[src/hw/dmres_pkg.sv]
// dmres_pkg: constants for the diagnostic monitor result register bank.
// assumes: byte-wide register port, one system clock, 12-bit converter results.
package dmres_pkg;

  // widths of the port and of a conversion result
  localparam int ADDR_W   = 8;
  localparam int DATA_W   = 8;
  localparam int RES_W    = 12;
  localparam int CHAN_W   = 4;
  localparam int NUM_SRC  = 9;

  // field positions inside a result and inside a low register
  localparam int RES_HIGH_MSB = 11;
  localparam int RES_HIGH_LSB = 4;
  localparam int RES_LOW_MSB  = 3;
  localparam int LOW_NIB_MSB  = 7;
  localparam int LOW_NIB_LSB  = 4;
  localparam int LOW_ID_MSB   = 3;

  // high register offsets; each low register sits at high offset plus one
  localparam logic [7:0] MIC_BIAS_HIGH_OFS      = 8'h58;
  localparam logic [7:0] MIC_BIAS_LOW_OFS       = 8'h59;
  localparam logic [7:0] OUT1_POS_HIGH_OFS      = 8'h62;
  localparam logic [7:0] OUT1_POS_LOW_OFS       = 8'h63;
  localparam logic [7:0] OUT1_NEG_HIGH_OFS      = 8'h64;
  localparam logic [7:0] OUT1_NEG_LOW_OFS       = 8'h65;
  localparam logic [7:0] OUT2_POS_HIGH_OFS      = 8'h66;
  localparam logic [7:0] OUT2_POS_LOW_OFS       = 8'h67;
  localparam logic [7:0] OUT2_NEG_HIGH_OFS      = 8'h68;
  localparam logic [7:0] OUT2_NEG_LOW_OFS       = 8'h69;
  localparam logic [7:0] THERMAL_HIGH_OFS       = 8'h6A;
  localparam logic [7:0] THERMAL_LOW_OFS        = 8'h6B;
  localparam logic [7:0] BIAS_LOAD_HIGH_OFS     = 8'h6C;
  localparam logic [7:0] BIAS_LOAD_LOW_OFS      = 8'h6D;
  localparam logic [7:0] ANALOG_SUPPLY_HIGH_OFS = 8'h6E;
  localparam logic [7:0] ANALOG_SUPPLY_LOW_OFS  = 8'h6F;
  localparam logic [7:0] GP_ANALOG_HIGH_OFS     = 8'h70;
  localparam logic [7:0] GP_ANALOG_LOW_OFS      = 8'h71;

  // fixed source identifiers carried in each low register
  localparam logic [3:0] MIC_BIAS_ID      = 4'h1;
  localparam logic [3:0] OUT1_POS_ID      = 4'h6;
  localparam logic [3:0] OUT1_NEG_ID      = 4'h7;
  localparam logic [3:0] OUT2_POS_ID      = 4'h8;
  localparam logic [3:0] OUT2_NEG_ID      = 4'h9;
  localparam logic [3:0] THERMAL_ID       = 4'hA;
  localparam logic [3:0] BIAS_LOAD_ID     = 4'hB;
  localparam logic [3:0] ANALOG_SUPPLY_ID = 4'hC;
  localparam logic [3:0] GP_ANALOG_ID     = 4'hD;

  // reset values: results clear, low register shows only its identifier
  localparam logic [11:0] RESULT_RESET    = 12'h000;
  localparam logic [7:0]  HIGH_RESET      = 8'h00;
  localparam logic [3:0]  LOW_NIB_RESET   = 4'h0;
  localparam logic [7:0]  UNMAPPED_READ   = 8'h00;

  // slot tables, index order is the register order
  localparam logic [7:0] SLOT_HIGH_OFS [NUM_SRC] = '{
    MIC_BIAS_HIGH_OFS, OUT1_POS_HIGH_OFS, OUT1_NEG_HIGH_OFS,
    OUT2_POS_HIGH_OFS, OUT2_NEG_HIGH_OFS, THERMAL_HIGH_OFS,
    BIAS_LOAD_HIGH_OFS, ANALOG_SUPPLY_HIGH_OFS, GP_ANALOG_HIGH_OFS};
  localparam logic [7:0] SLOT_LOW_OFS [NUM_SRC] = '{
    MIC_BIAS_LOW_OFS, OUT1_POS_LOW_OFS, OUT1_NEG_LOW_OFS,
    OUT2_POS_LOW_OFS, OUT2_NEG_LOW_OFS, THERMAL_LOW_OFS,
    BIAS_LOAD_LOW_OFS, ANALOG_SUPPLY_LOW_OFS, GP_ANALOG_LOW_OFS};
  localparam logic [3:0] SLOT_ID [NUM_SRC] = '{
    MIC_BIAS_ID, OUT1_POS_ID, OUT1_NEG_ID, OUT2_POS_ID, OUT2_NEG_ID,
    THERMAL_ID, BIAS_LOAD_ID, ANALOG_SUPPLY_ID, GP_ANALOG_ID};

endpackage : dmres_pkg

[src/hw/dmres_capture.sv]
// dmres_capture: registers one converter result and checks its channel tag.
// assumes: result inputs come from converter logic on the same clock.
`timescale 1ns/1ps
module dmres_capture (
  input  wire logic        clk_sys_i,
  input  wire logic        reset_i,
  input  wire logic        result_valid_i,
  input  wire logic [3:0]  result_chan_i,
  input  wire logic [11:0] result_data_i,
  output logic             cap_valid_o,
  output logic [3:0]       cap_chan_o,
  output logic [11:0]      cap_data_o,
  output logic             cap_stray_o
);

  // known channel tag on the incoming result
  logic known_chan;

  // match the tag against every source identifier
  always_comb begin
    known_chan = 1'b0;
    for (int i = 0; i < dmres_pkg::NUM_SRC; i++) begin
      if (result_chan_i == dmres_pkg::SLOT_ID[i]) begin
        known_chan = 1'b1;
      end
    end
  end

  // one stage of capture so slots see a clean, aligned word
  always_ff @(posedge clk_sys_i or posedge reset_i) begin
    if (reset_i) begin
      cap_valid_o <= 1'b0;
      cap_chan_o  <= 4'h0;
      cap_data_o  <= dmres_pkg::RESULT_RESET;
      cap_stray_o <= 1'b0;
    end else begin
      cap_valid_o <= result_valid_i & known_chan;
      cap_chan_o  <= result_chan_i;
      cap_data_o  <= result_data_i;
      // a tag that names no register is dropped and reported
      cap_stray_o <= result_valid_i & ~known_chan;
    end
  end

endmodule : dmres_capture

[src/hw/dmres_slot.sv]
// dmres_slot: holds the latest 12-bit result of one monitored source.
// assumes: load strobe already qualified by channel match and freeze.
`timescale 1ns/1ps
module dmres_slot #(
  parameter logic [3:0] CHAN_ID = 4'h0
) (
  input  wire logic        clk_sys_i,
  input  wire logic        reset_i,
  input  wire logic        load_i,
  input  wire logic [11:0] data_i,
  output logic [7:0]       high_byte_o,
  output logic [7:0]       low_byte_o
);

  // stored result, cleared by reset
  logic [11:0] result;

  // result store, read-only from the host side
  // results clear on reset
  always_ff @(posedge clk_sys_i or posedge reset_i) begin
    if (reset_i) begin
      result <= dmres_pkg::RESULT_RESET;
    end else if (load_i) begin
      result <= data_i;
    end
  end

  assign high_byte_o = result[dmres_pkg::RES_HIGH_MSB:dmres_pkg::RES_HIGH_LSB];
  assign low_byte_o  = {result[dmres_pkg::RES_LOW_MSB:0], CHAN_ID};

endmodule : dmres_slot

[src/hw/dmres_bank.sv]
// dmres_bank: read-only bank of diagnostic monitor result registers.
// assumes: byte register port and converter on the same clock; freeze level
// comes from a control register elsewhere in the unit.
`timescale 1ns/1ps
// Contract
// - high register holds result bits 11..4
// - low register bits 7..4 hold bits 3..0
// - mic bias low identifier 0001, resets 0x01
// - out1 positive low identifier 0110, resets 0x06
// - out1 negative low identifier 0111, resets 0x07
// - out2 positive low identifier 1000, resets 0x08
// - out2 negative low identifier 1001, resets 0x09
// - thermal low identifier 1010, resets 0x0A
// - bias load low identifier 1011, resets 0x0B
// - analog supply low identifier 1100, resets 0x0C
// - all high registers reset to 0x00
// - general analog low identifier 1101, resets 0x0D
// - freeze set stops updates; clear resumes
// - mic bias high at 0x58, resets 0x00
module dmres_bank (
  input  wire logic        clk_sys_i,
  input  wire logic        reset_i,
  input  wire logic [7:0]  reg_addr_i,
  input  wire logic        reg_rd_i,
  input  wire logic        reg_wr_i,
  input  wire logic [7:0]  reg_wdata_i,
  output logic [7:0]       reg_rdata_o,
  output logic             reg_ack_o,
  output logic             reg_hit_o,
  input  wire logic        freeze_monitor_results_i,
  input  wire logic        result_valid_i,
  input  wire logic [3:0]  result_chan_i,
  input  wire logic [11:0] result_data_i,
  output logic             results_held_o,
  output logic             stray_result_o
);

  // captured converter word
  logic        cap_valid;
  logic [3:0]  cap_chan;
  logic [11:0] cap_data;
  logic        cap_stray;
  // per-source register images
  logic [7:0]  high_byte [dmres_pkg::NUM_SRC];
  logic [7:0]  low_byte  [dmres_pkg::NUM_SRC];
  logic [dmres_pkg::NUM_SRC-1:0] slot_load;
  // read decode
  logic [7:0]  next_rdata;
  logic        next_hit;
  // write data is accepted and discarded
  logic        wr_seen;

  // input stage
  dmres_capture u_capture (
    .clk_sys_i      (clk_sys_i),
    .reset_i        (reset_i),
    .result_valid_i (result_valid_i),
    .result_chan_i  (result_chan_i),
    .result_data_i  (result_data_i),
    .cap_valid_o    (cap_valid),
    .cap_chan_o     (cap_chan),
    .cap_data_o     (cap_data),
    .cap_stray_o    (cap_stray)
  );

  // one slot per monitored source; identifiers fix the low reset values
  for (genvar g = 0; g < dmres_pkg::NUM_SRC; g++) begin : g_slot
    assign slot_load[g] = cap_valid & ~freeze_monitor_results_i
                          & (cap_chan == dmres_pkg::SLOT_ID[g]);
    dmres_slot #(
      .CHAN_ID (dmres_pkg::SLOT_ID[g])
    ) u_slot (
      .clk_sys_i   (clk_sys_i),
      .reset_i     (reset_i),
      .load_i      (slot_load[g]),
      .data_i      (cap_data),
      .high_byte_o (high_byte[g]),
      .low_byte_o  (low_byte[g])
    );
  end

  // address decode over all high and low offsets
  always_comb begin
    next_rdata = dmres_pkg::UNMAPPED_READ;
    next_hit   = 1'b0;
    for (int i = 0; i < dmres_pkg::NUM_SRC; i++) begin
      // high offset table starts at 0x58
      if (reg_addr_i == dmres_pkg::SLOT_HIGH_OFS[i]) begin
        next_rdata = high_byte[i];
        next_hit   = 1'b1;
      end
      // identifier nibble shown for host to strip
      if (reg_addr_i == dmres_pkg::SLOT_LOW_OFS[i]) begin
        next_rdata = low_byte[i];
        next_hit   = 1'b1;
      end
    end
  end

  // read data and answer, one cycle after the strobe
  always_ff @(posedge clk_sys_i or posedge reset_i) begin
    if (reset_i) begin
      reg_rdata_o <= dmres_pkg::HIGH_RESET;
      reg_hit_o   <= 1'b0;
    end else if (reg_rd_i) begin
      reg_rdata_o <= next_rdata;
      reg_hit_o   <= next_hit;
    end else if (wr_seen) begin
      // write answered with zero data, contents untouched
      reg_rdata_o <= dmres_pkg::UNMAPPED_READ;
      reg_hit_o   <= next_hit;
    end
  end

  // answer strobe for either access
  always_ff @(posedge clk_sys_i or posedge reset_i) begin
    if (reset_i) begin
      reg_ack_o <= 1'b0;
    end else begin
      reg_ack_o <= reg_rd_i | reg_wr_i;
    end
  end

  assign wr_seen = reg_wr_i & (|reg_wdata_i | 1'b1);

  // status outputs
  always_ff @(posedge clk_sys_i or posedge reset_i) begin
    if (reset_i) begin
      results_held_o <= 1'b0;
      stray_result_o <= 1'b0;
    end else begin
      results_held_o <= freeze_monitor_results_i;
      stray_result_o <= cap_stray;
    end
  end

endmodule : dmres_bank

[config.mk]
export PLATFORM = sky130hd
export DESIGN_NAME = dmres_bank
export DESIGN_NICKNAME = d
export VERILOG_FILES = /design/src/hw/dmres_pkg.sv /design/src/hw/dmres_capture.sv /design/src/hw/dmres_slot.sv /design/src/hw/dmres_bank.sv
export SDC_FILE = /design/constraint.sdc
export NUM_CORES = 1
export LEC_CHECK = 0
export BUFFER_PORTS_ARGS = -buffer_cell sky130_fd_sc_hd__buf_2
export CORE_MARGIN = 4
export CORE_UTILIZATION = 45
export CTS_BUF_LIST = sky130_fd_sc_hd__clkbuf_4
export CTS_CLUSTER_SIZE = 28
export DETAILED_ROUTE_END_ITERATION = 10
export PLACE_DENSITY_LB_ADDON = 0.05
export REMOVE_ABC_BUFFERS = 1
export SKIP_LAST_GASP = 1
export SYNTH_ARGS = -nofsm -noshare
export SYNTH_HDL_FRONTEND = slang
export SYNTH_SLANG_ARGS = --single-unit
[constraint.sdc]
create_clock -name clk_sys_i -period 3.8 [get_ports clk_sys_i]
set_input_delay 0.19 -clock clk_sys_i [delete_from_list [all_inputs] [get_ports clk_sys_i]]
set_output_delay 0.19 -clock clk_sys_i [all_outputs]
set_load 0.01 [all_outputs]
==> metrics.cfg, run 1 <==
[routing]
wl_mm = 17.6
drcViolationCount = 0
viasPerCell = 6.01
drt_iter0_drc = 389
drtAntennaViolNets = 0
wire_per_inst_um = 22.2
num_vias = 4763
first_pass_iters = 5

[sta]
period_minus_slack_ps = 2150
period_share = 0.566
worstMarginPinSlew_ps = 1090
fin_tns_setup_ps = 0
hold_violations = 0
rsz0062_at_grt = false
fmax_mhz = 465
final.setup_skew_ps = 23.2
setup_violations = 0
slew_viol_final = 0
slew_headroom = 0.273

[floorplanning]
io-pin-count = 50
die_y_um = 127
die_w_um = 127
core_area_um2 = 13900
die_area_um2 = 16100
fp-row-count = 43
initial_core_util = 0.458

[yosys]
yosys-top-cells-area = dfrtp_1 (54%), mux2_2 (19%), nor2_1 (2.5%)
synth_area_um2 = 6360
yosysSeqAreaShare = 0.543
synth_cell_types = 63
synth_edf_count = 0
synth_xor_area_frac = 0
synth_compound_area_frac = 0.125
synthArstFlopShare = 1.00
ys.warnings.count = 0
postSynthAreaPerCell_um2 = 11.9
synth_cells = 536
ys.flop_type = dfrtp_1
synthSimpleGateAreaFrac = 0.103
synth_fa_ha_area_frac = 0
muxShareOfSynthArea = 0.203
yosysTopAreaCell = dfrtp_1
synthTopCellsByCount = dfrtp_1 (138), mux2_2 (110), nor2_1 (42)
synth.most_common_cell = dfrtp_1
ys_ff_latch = 138
synth_top_family_by_area = multiplexers
yosys.area.top_type_share = 0.543

[grt]
antenna_found_initial = 1
grt_pass1_wl_mm = 28.0
grt_pass1_vias = 4780
grt_overflow = 0
grt_use_total = 0.230
grt_max_degree = 89

[run]
cap_viol_max_count = 0

[clock_network]
htreeDepth = 4
clockBufferDepth = 2
cts_inserted_buffers = 17
clk_pin_slew_ps = 120
cts_tree = built
clock-sinks = 138
root_buffer = clkbuf_4
clk_latency_ps = 570
post_cts_buffers = 0

[critical_path]
cp_cell_sequence = nor2_1, nand4_1, mux2_2
worstSetupPathType = reg -> reg
arrival_ps = 2590
cp_slowest_cell = nand4_1
cp-start-kind = register
cpPeakStageDelay_ps = 860
cp_max_fo = 12
required_ps = 4240
setup.worst_path.end_class = register

[layout]
finalNetCount = 637
final_cells = 793
final_layout_size_suffix_gt1_frac = 0.332
area_growth_syn_to_layout_pct = 15.2

[placed_design]
io_buffers = 41
hpwl_mm = 11.2
dp.cells = 740
place_congestion = 0.837

[pwr]
p_leak_nw = 3.34
worst_ir_drop_vdd_uv = 351
power_density_nw_per_um2 = 459
finalPower_w = 0.00337

[worst_hold_path]
hold_class = in -> reg

[run_status]
status = completed

[where the power goes]
part	switching, W	total [W]	internal (W)
sequential	0.000112	0.00177	0.00166
clock	0.000546	0.00120	0.000653
combinational	0.000187	0.000396	0.000210
[routing by layer]
layer,wire length [um],vias to the layer above,GRT usage,share of wire
met5,0,-,0,0
li1,-,2129,-,-
met3,1120,31,0.0552,0.064
met2,7960,170,0.345,0.45
met4,377,0,0.0826,0.021
met1,8140,2433,0.326,0.46
[area by class of cell]
class	count	area, um2
well taps	180	225
multi-input cells	360	2750
fillers	1209	6550
clock inverters	14	226
inverters	8	35.0
clock buffers	18	135
flip-flops and latches	138	3450
repair buffers	74	503
diodes	1	2.50
[flip-flops by register name (all words and copies together) (netlist names)]
register               cells
results_held_o             1
u_capture.cap_stray_o      1
u_capture.cap_chan_o       4
reg_ack_o                  1
u_capture.cap_valid_o      1
reg_hit_o                  1
u_capture.cap_data_o      12
g_slot.u_slot.result     108
stray_result_o             1
reg_rdata_o                8
[cell families after synthesis]
logic type	count (synthesis)
AOI/OAI and AO/OA	120
buffers and inverters	38
DFF	138
muxes	115
and+or+nand+nor	125
[repair_timing]
action,4_1_cts,5_1_grt
gates resized for setup,0,0
endpoints found under the hold margin,107,0
setup endpoints to repair,0,0
hold buffers,20,0
[cells in the final DEF (no fill, tap or decap), types with 3 or more instances in the layout]
cell and n:
dlygate4sd3_1 20, dfrtp_1 138, mux2i_1 5, o221ai_1 4
nand3_1 10, a32oi_1 4, o21a_1 3, a22oi_1 5
clkbuf_4 18, and2b_1 3, a31oi_1 8, buf_4 13
inv_1 6, clkinv_1 5, a2bb2oi_1 4, nor3_1 12
mux2_2 110, a211oi_1 5, buf_2 41, clkinvlp_4 3
o22ai_1 5, nor2_1 41, o21ai_0 27, nand4_1 5
nand2b_1 5, nand2_1 24, o21ai_1 3, a21oi_1 26
bufinv_16 6, o211ai_1 3
[worst max-delay path: cells and delay by family, from the launching register on]
kind,cells,cell delay [ps]
muxes,1,600
and+or+nand+nor,2,1010
DFF,1,430
[final timing paths]
kind                                         start                          end  slack [ps]  depth (start not counted)
min in group asynchronous                  reset_i        u_capture.cap_valid_o         320                          3
hold reg to reg              u_capture.cap_stray_o               stray_result_o         360                          0
max in group asynchronous                  reset_i  g_slot[6].u_slot.result[10]        2580                          4
setup / recovery           u_capture.cap_chan_o[1]   g_slot[7].u_slot.result[1]        1650                          3
hold / removal                            reg_rd_i               reg_rdata_o[1]          40                          3
setup reg to reg           u_capture.cap_chan_o[1]   g_slot[7].u_slot.result[1]        1650                          3
[per-stage QoR]
| step | hold WS [ps] | utilization | setup WS [ps] | instance area [um2] |
|---|---|---|---|---|
| after global routing | 0.881 | 0.528 | 1560 | 7330 |
| after CTS | 0.0112 | 0.528 | 1640 | 7330 |
| after global placement | 298 | 0.487 | 1400 | 6770 |
| after floorplan | 221 | - | -86.2 | 6220 |
| final | 36.3 | 0.528 | 1650 | 7330 |
| after detailed placement | 299 | 0.487 | 1360 | 6770 |
Note: power is estimated with default switching activity, not from simulation.
==> run 2, diff against run 1 <==
==> constraint.sdc (replaced) <==
create_clock -name clk_sys_i -period 2.2 [get_ports clk_sys_i]
set_input_delay 0.11 -clock clk_sys_i [delete_from_list [all_inputs] [get_ports clk_sys_i]]
set_output_delay 0.11 -clock clk_sys_i [all_outputs]
set_load 0.01 [all_outputs]
==> metrics.cfg, run 2 (synthesis gave the netlist of run 1 again) <==
[run_status]
status = completed

[routing]
wire_per_inst_um = 21.6  ; -2.7%
first_pass_iters = 5  ; unchanged
drtAntennaViolNets = 0  ; unchanged
num_vias = 4792  ; +0.61%
drcViolationCount = 0  ; unchanged
drt_iter0_drc = 396  ; +1.8%
viasPerCell = 5.86  ; -2.5%
wl_mm = 17.7  ; +0.32%

[grt]
grt_use_total = 0.232  ; +0.00234
use_met3 = 0.0493  ; -0.00589
grt_pass1_wl_mm = 28.3  ; +0.94%
globalRoute.busiestLayer = met2
antenna_found_initial = 0  ; -1
grt_pass1_vias = 5011  ; +4.8%
grt_max_degree = 53  ; -40%
use_met1 = 0.326  ; about the same
grt_use_met2 = 0.348  ; +0.00342
grt_overflow = 0  ; unchanged

[critical_path]
setup.worst_path.end_class = register
cp_max_fo = 11  ; -1
worstSetupPathType = in -> reg
arrival_ps = 2340  ; -250 ps
required_ps = 2680  ; -1560 ps
cp-start-kind = input port

[clock_network]
ctsResizeCount = 0  ; unchanged
clock-sinks = 138  ; unchanged
clk_pin_slew_ps = 120  ; about the same
clk_latency_ps = 540  ; -30 ps
root_buffer = clkbuf_4
clockBufferDepth = 2  ; unchanged
cts_inserted_buffers = 17  ; unchanged
htreeDepth = 4  ; unchanged
post_cts_buffers = 0  ; unchanged
cts_tree = built

[sta]
slew_viol_final = 0  ; unchanged
fin_tns_setup_ps = 0  ; unchanged
period_minus_slack_ps = 1850
worstMarginPinSlew_ps = 984  ; -103 ps
rsz0062_at_grt = false
final.setup_skew_ps = 11.3  ; -12.0 ps
hold_violations = 0  ; unchanged
fmax_mhz = 539
setup_violations = 0  ; unchanged
slew_headroom = 0.342  ; +0.0686
period_share = 0.843

[layout]
largest_register_ff_count = 108  ; unchanged
largest-register = g_slot.u_slot.result
reg_top3 = g_slot.u_slot.result (108), u_capture.cap_data_o (12), reg_rdata_o (8)
area_growth_syn_to_layout_pct = 18.5
final_area_um2 = 7540  ; +2.8%
nFillCells = 1222  ; +1.1%
post-route-util = 0.543  ; +0.0150
diodes = 0  ; -1
finalNetCount = 663  ; +4.1%
layout_commonest_cell = dfrtp_1
final_layout_size_suffix_gt1_frac = 0.354  ; +0.0225
final_cell_mix = dfrtp_1 (138), mux2_2 (110), nor2_1 (42)

[floorplanning]
die_area_um2 = 16100  ; unchanged
core_area_um2 = 13900  ; unchanged
die_y_um = 127  ; unchanged
fp-row-count = 43  ; unchanged
initial_core_util = 0.458  ; unchanged
io-pin-count = 50  ; unchanged
die_w_um = 127  ; unchanged

[pwr]
p_leak_nw = 3.47  ; +3.8%
power_density_nw_per_um2 = 738  ; +61%
worst_ir_drop_vdd_uv = 391  ; +11%

[worst_hold_path]
hold_class = in -> reg

[run]
cap_viol_max_count = 0  ; unchanged

[placed_design]
placedInstanceArea_um2 = 7000  ; +3.4%
io_buffers = 41  ; unchanged
place_congestion = 0.844  ; +0.80%
hpwl_mm = 11.8  ; +5.5%

-- run 2: cell count changes in the layout (fill, tap and decap cells not counted), sizes merged --
cell	previous run	this run
buf	54	77
dlygate4sd3	20	23
bufinv	6	4
clkinv	6	8
clkbuf	18	17
clkinvlp	3	4
diode	1	0
-- run 2: worst max-delay path, cell delays in order --
cell           delay [ps]
buf_2                 130
and2b_1               440
nand4_1               380
buf_4                 290
nor2_1                100
a211o_1               110
o21ai_0                80
a31oi_1               150
dlygate4sd3_1         550
-- run 2: layout make-up --
cell class / instances / area (um2) / area share
clock buffer: 17 / 128 / 0.0169
clock inverter: 15 / 181 / 0.0241
inverter: 8 / 35.0 / 0.00465
multi-input combinational: 360 / 2750 / 0.364
sequential: 138 / 3450 / 0.458
tap: 180 / 225 / 0.0299
timing repair buffer: 100 / 768 / 0.102
-- run 2: final timing paths --
path | slack (ps) | end | start | depth (start not counted)
setup / recovery | 350 | reg_rdata_o[3] | reg_addr_i[4] | 9
hold / removal | 130 | reg_hit_o | reg_addr_i[1] | 3
setup reg to reg | 350 | g_slot[4].u_slot.result[8] | u_capture.cap_valid_o | 4
hold reg to reg | 360 | stray_result_o | u_capture.cap_stray_o | 0
max in group asynchronous | 1430 | g_slot[4].u_slot.result[8] | reset_i | 4
min in group asynchronous | 150 | u_capture.cap_data_o[9] | reset_i | 3
-- run 2: repair_timing --
action / in CTS / in global routing
endpoints found under the hold margin: 79 / 0
hold buffers: 23 / 0
setup endpoints to repair: 0 / 0
-- run 2: report_power, final --
| group | total [W] | leakage, nW | switching, W | internal (W) |
|---|---|---|---|---|
| Sequential | 0.00307 | 1.79 | 0.000202 | 0.00287 |
| Combinational | 0.000712 | 1.52 | 0.000328 | 0.000384 |
| Clock | 0.00178 | 0.156 | 0.000904 | 0.000879 |
| Total | 0.00556 | 3.47 | 0.00143 | 0.00413 |
-- run 2: routing by layer --
layer | part of all wire | up-vias
met5 | 0 | -
met4 | 0.034 | 0
met3 | 0.055 | 42
met2 | 0.45 | 156
met1 | 0.46 | 2419
li1 | - | 2175
-- run 2: per-stage QoR --
stage / hold WS, ps / setup WS [ps] / instances / total power, W
after global placement: 190 / 296 / 763 / 0.00377
after floorplan: 141 / -1610 / 506 / 0.00351
after global routing: 74.9 / 282 / 818 / 0.00585
after CTS: 63.2 / 342 / 818 / 0.00562
after detailed placement: 199 / 249 / 763 / 0.00380
final: 129 / 345 / 818 / 0.00556
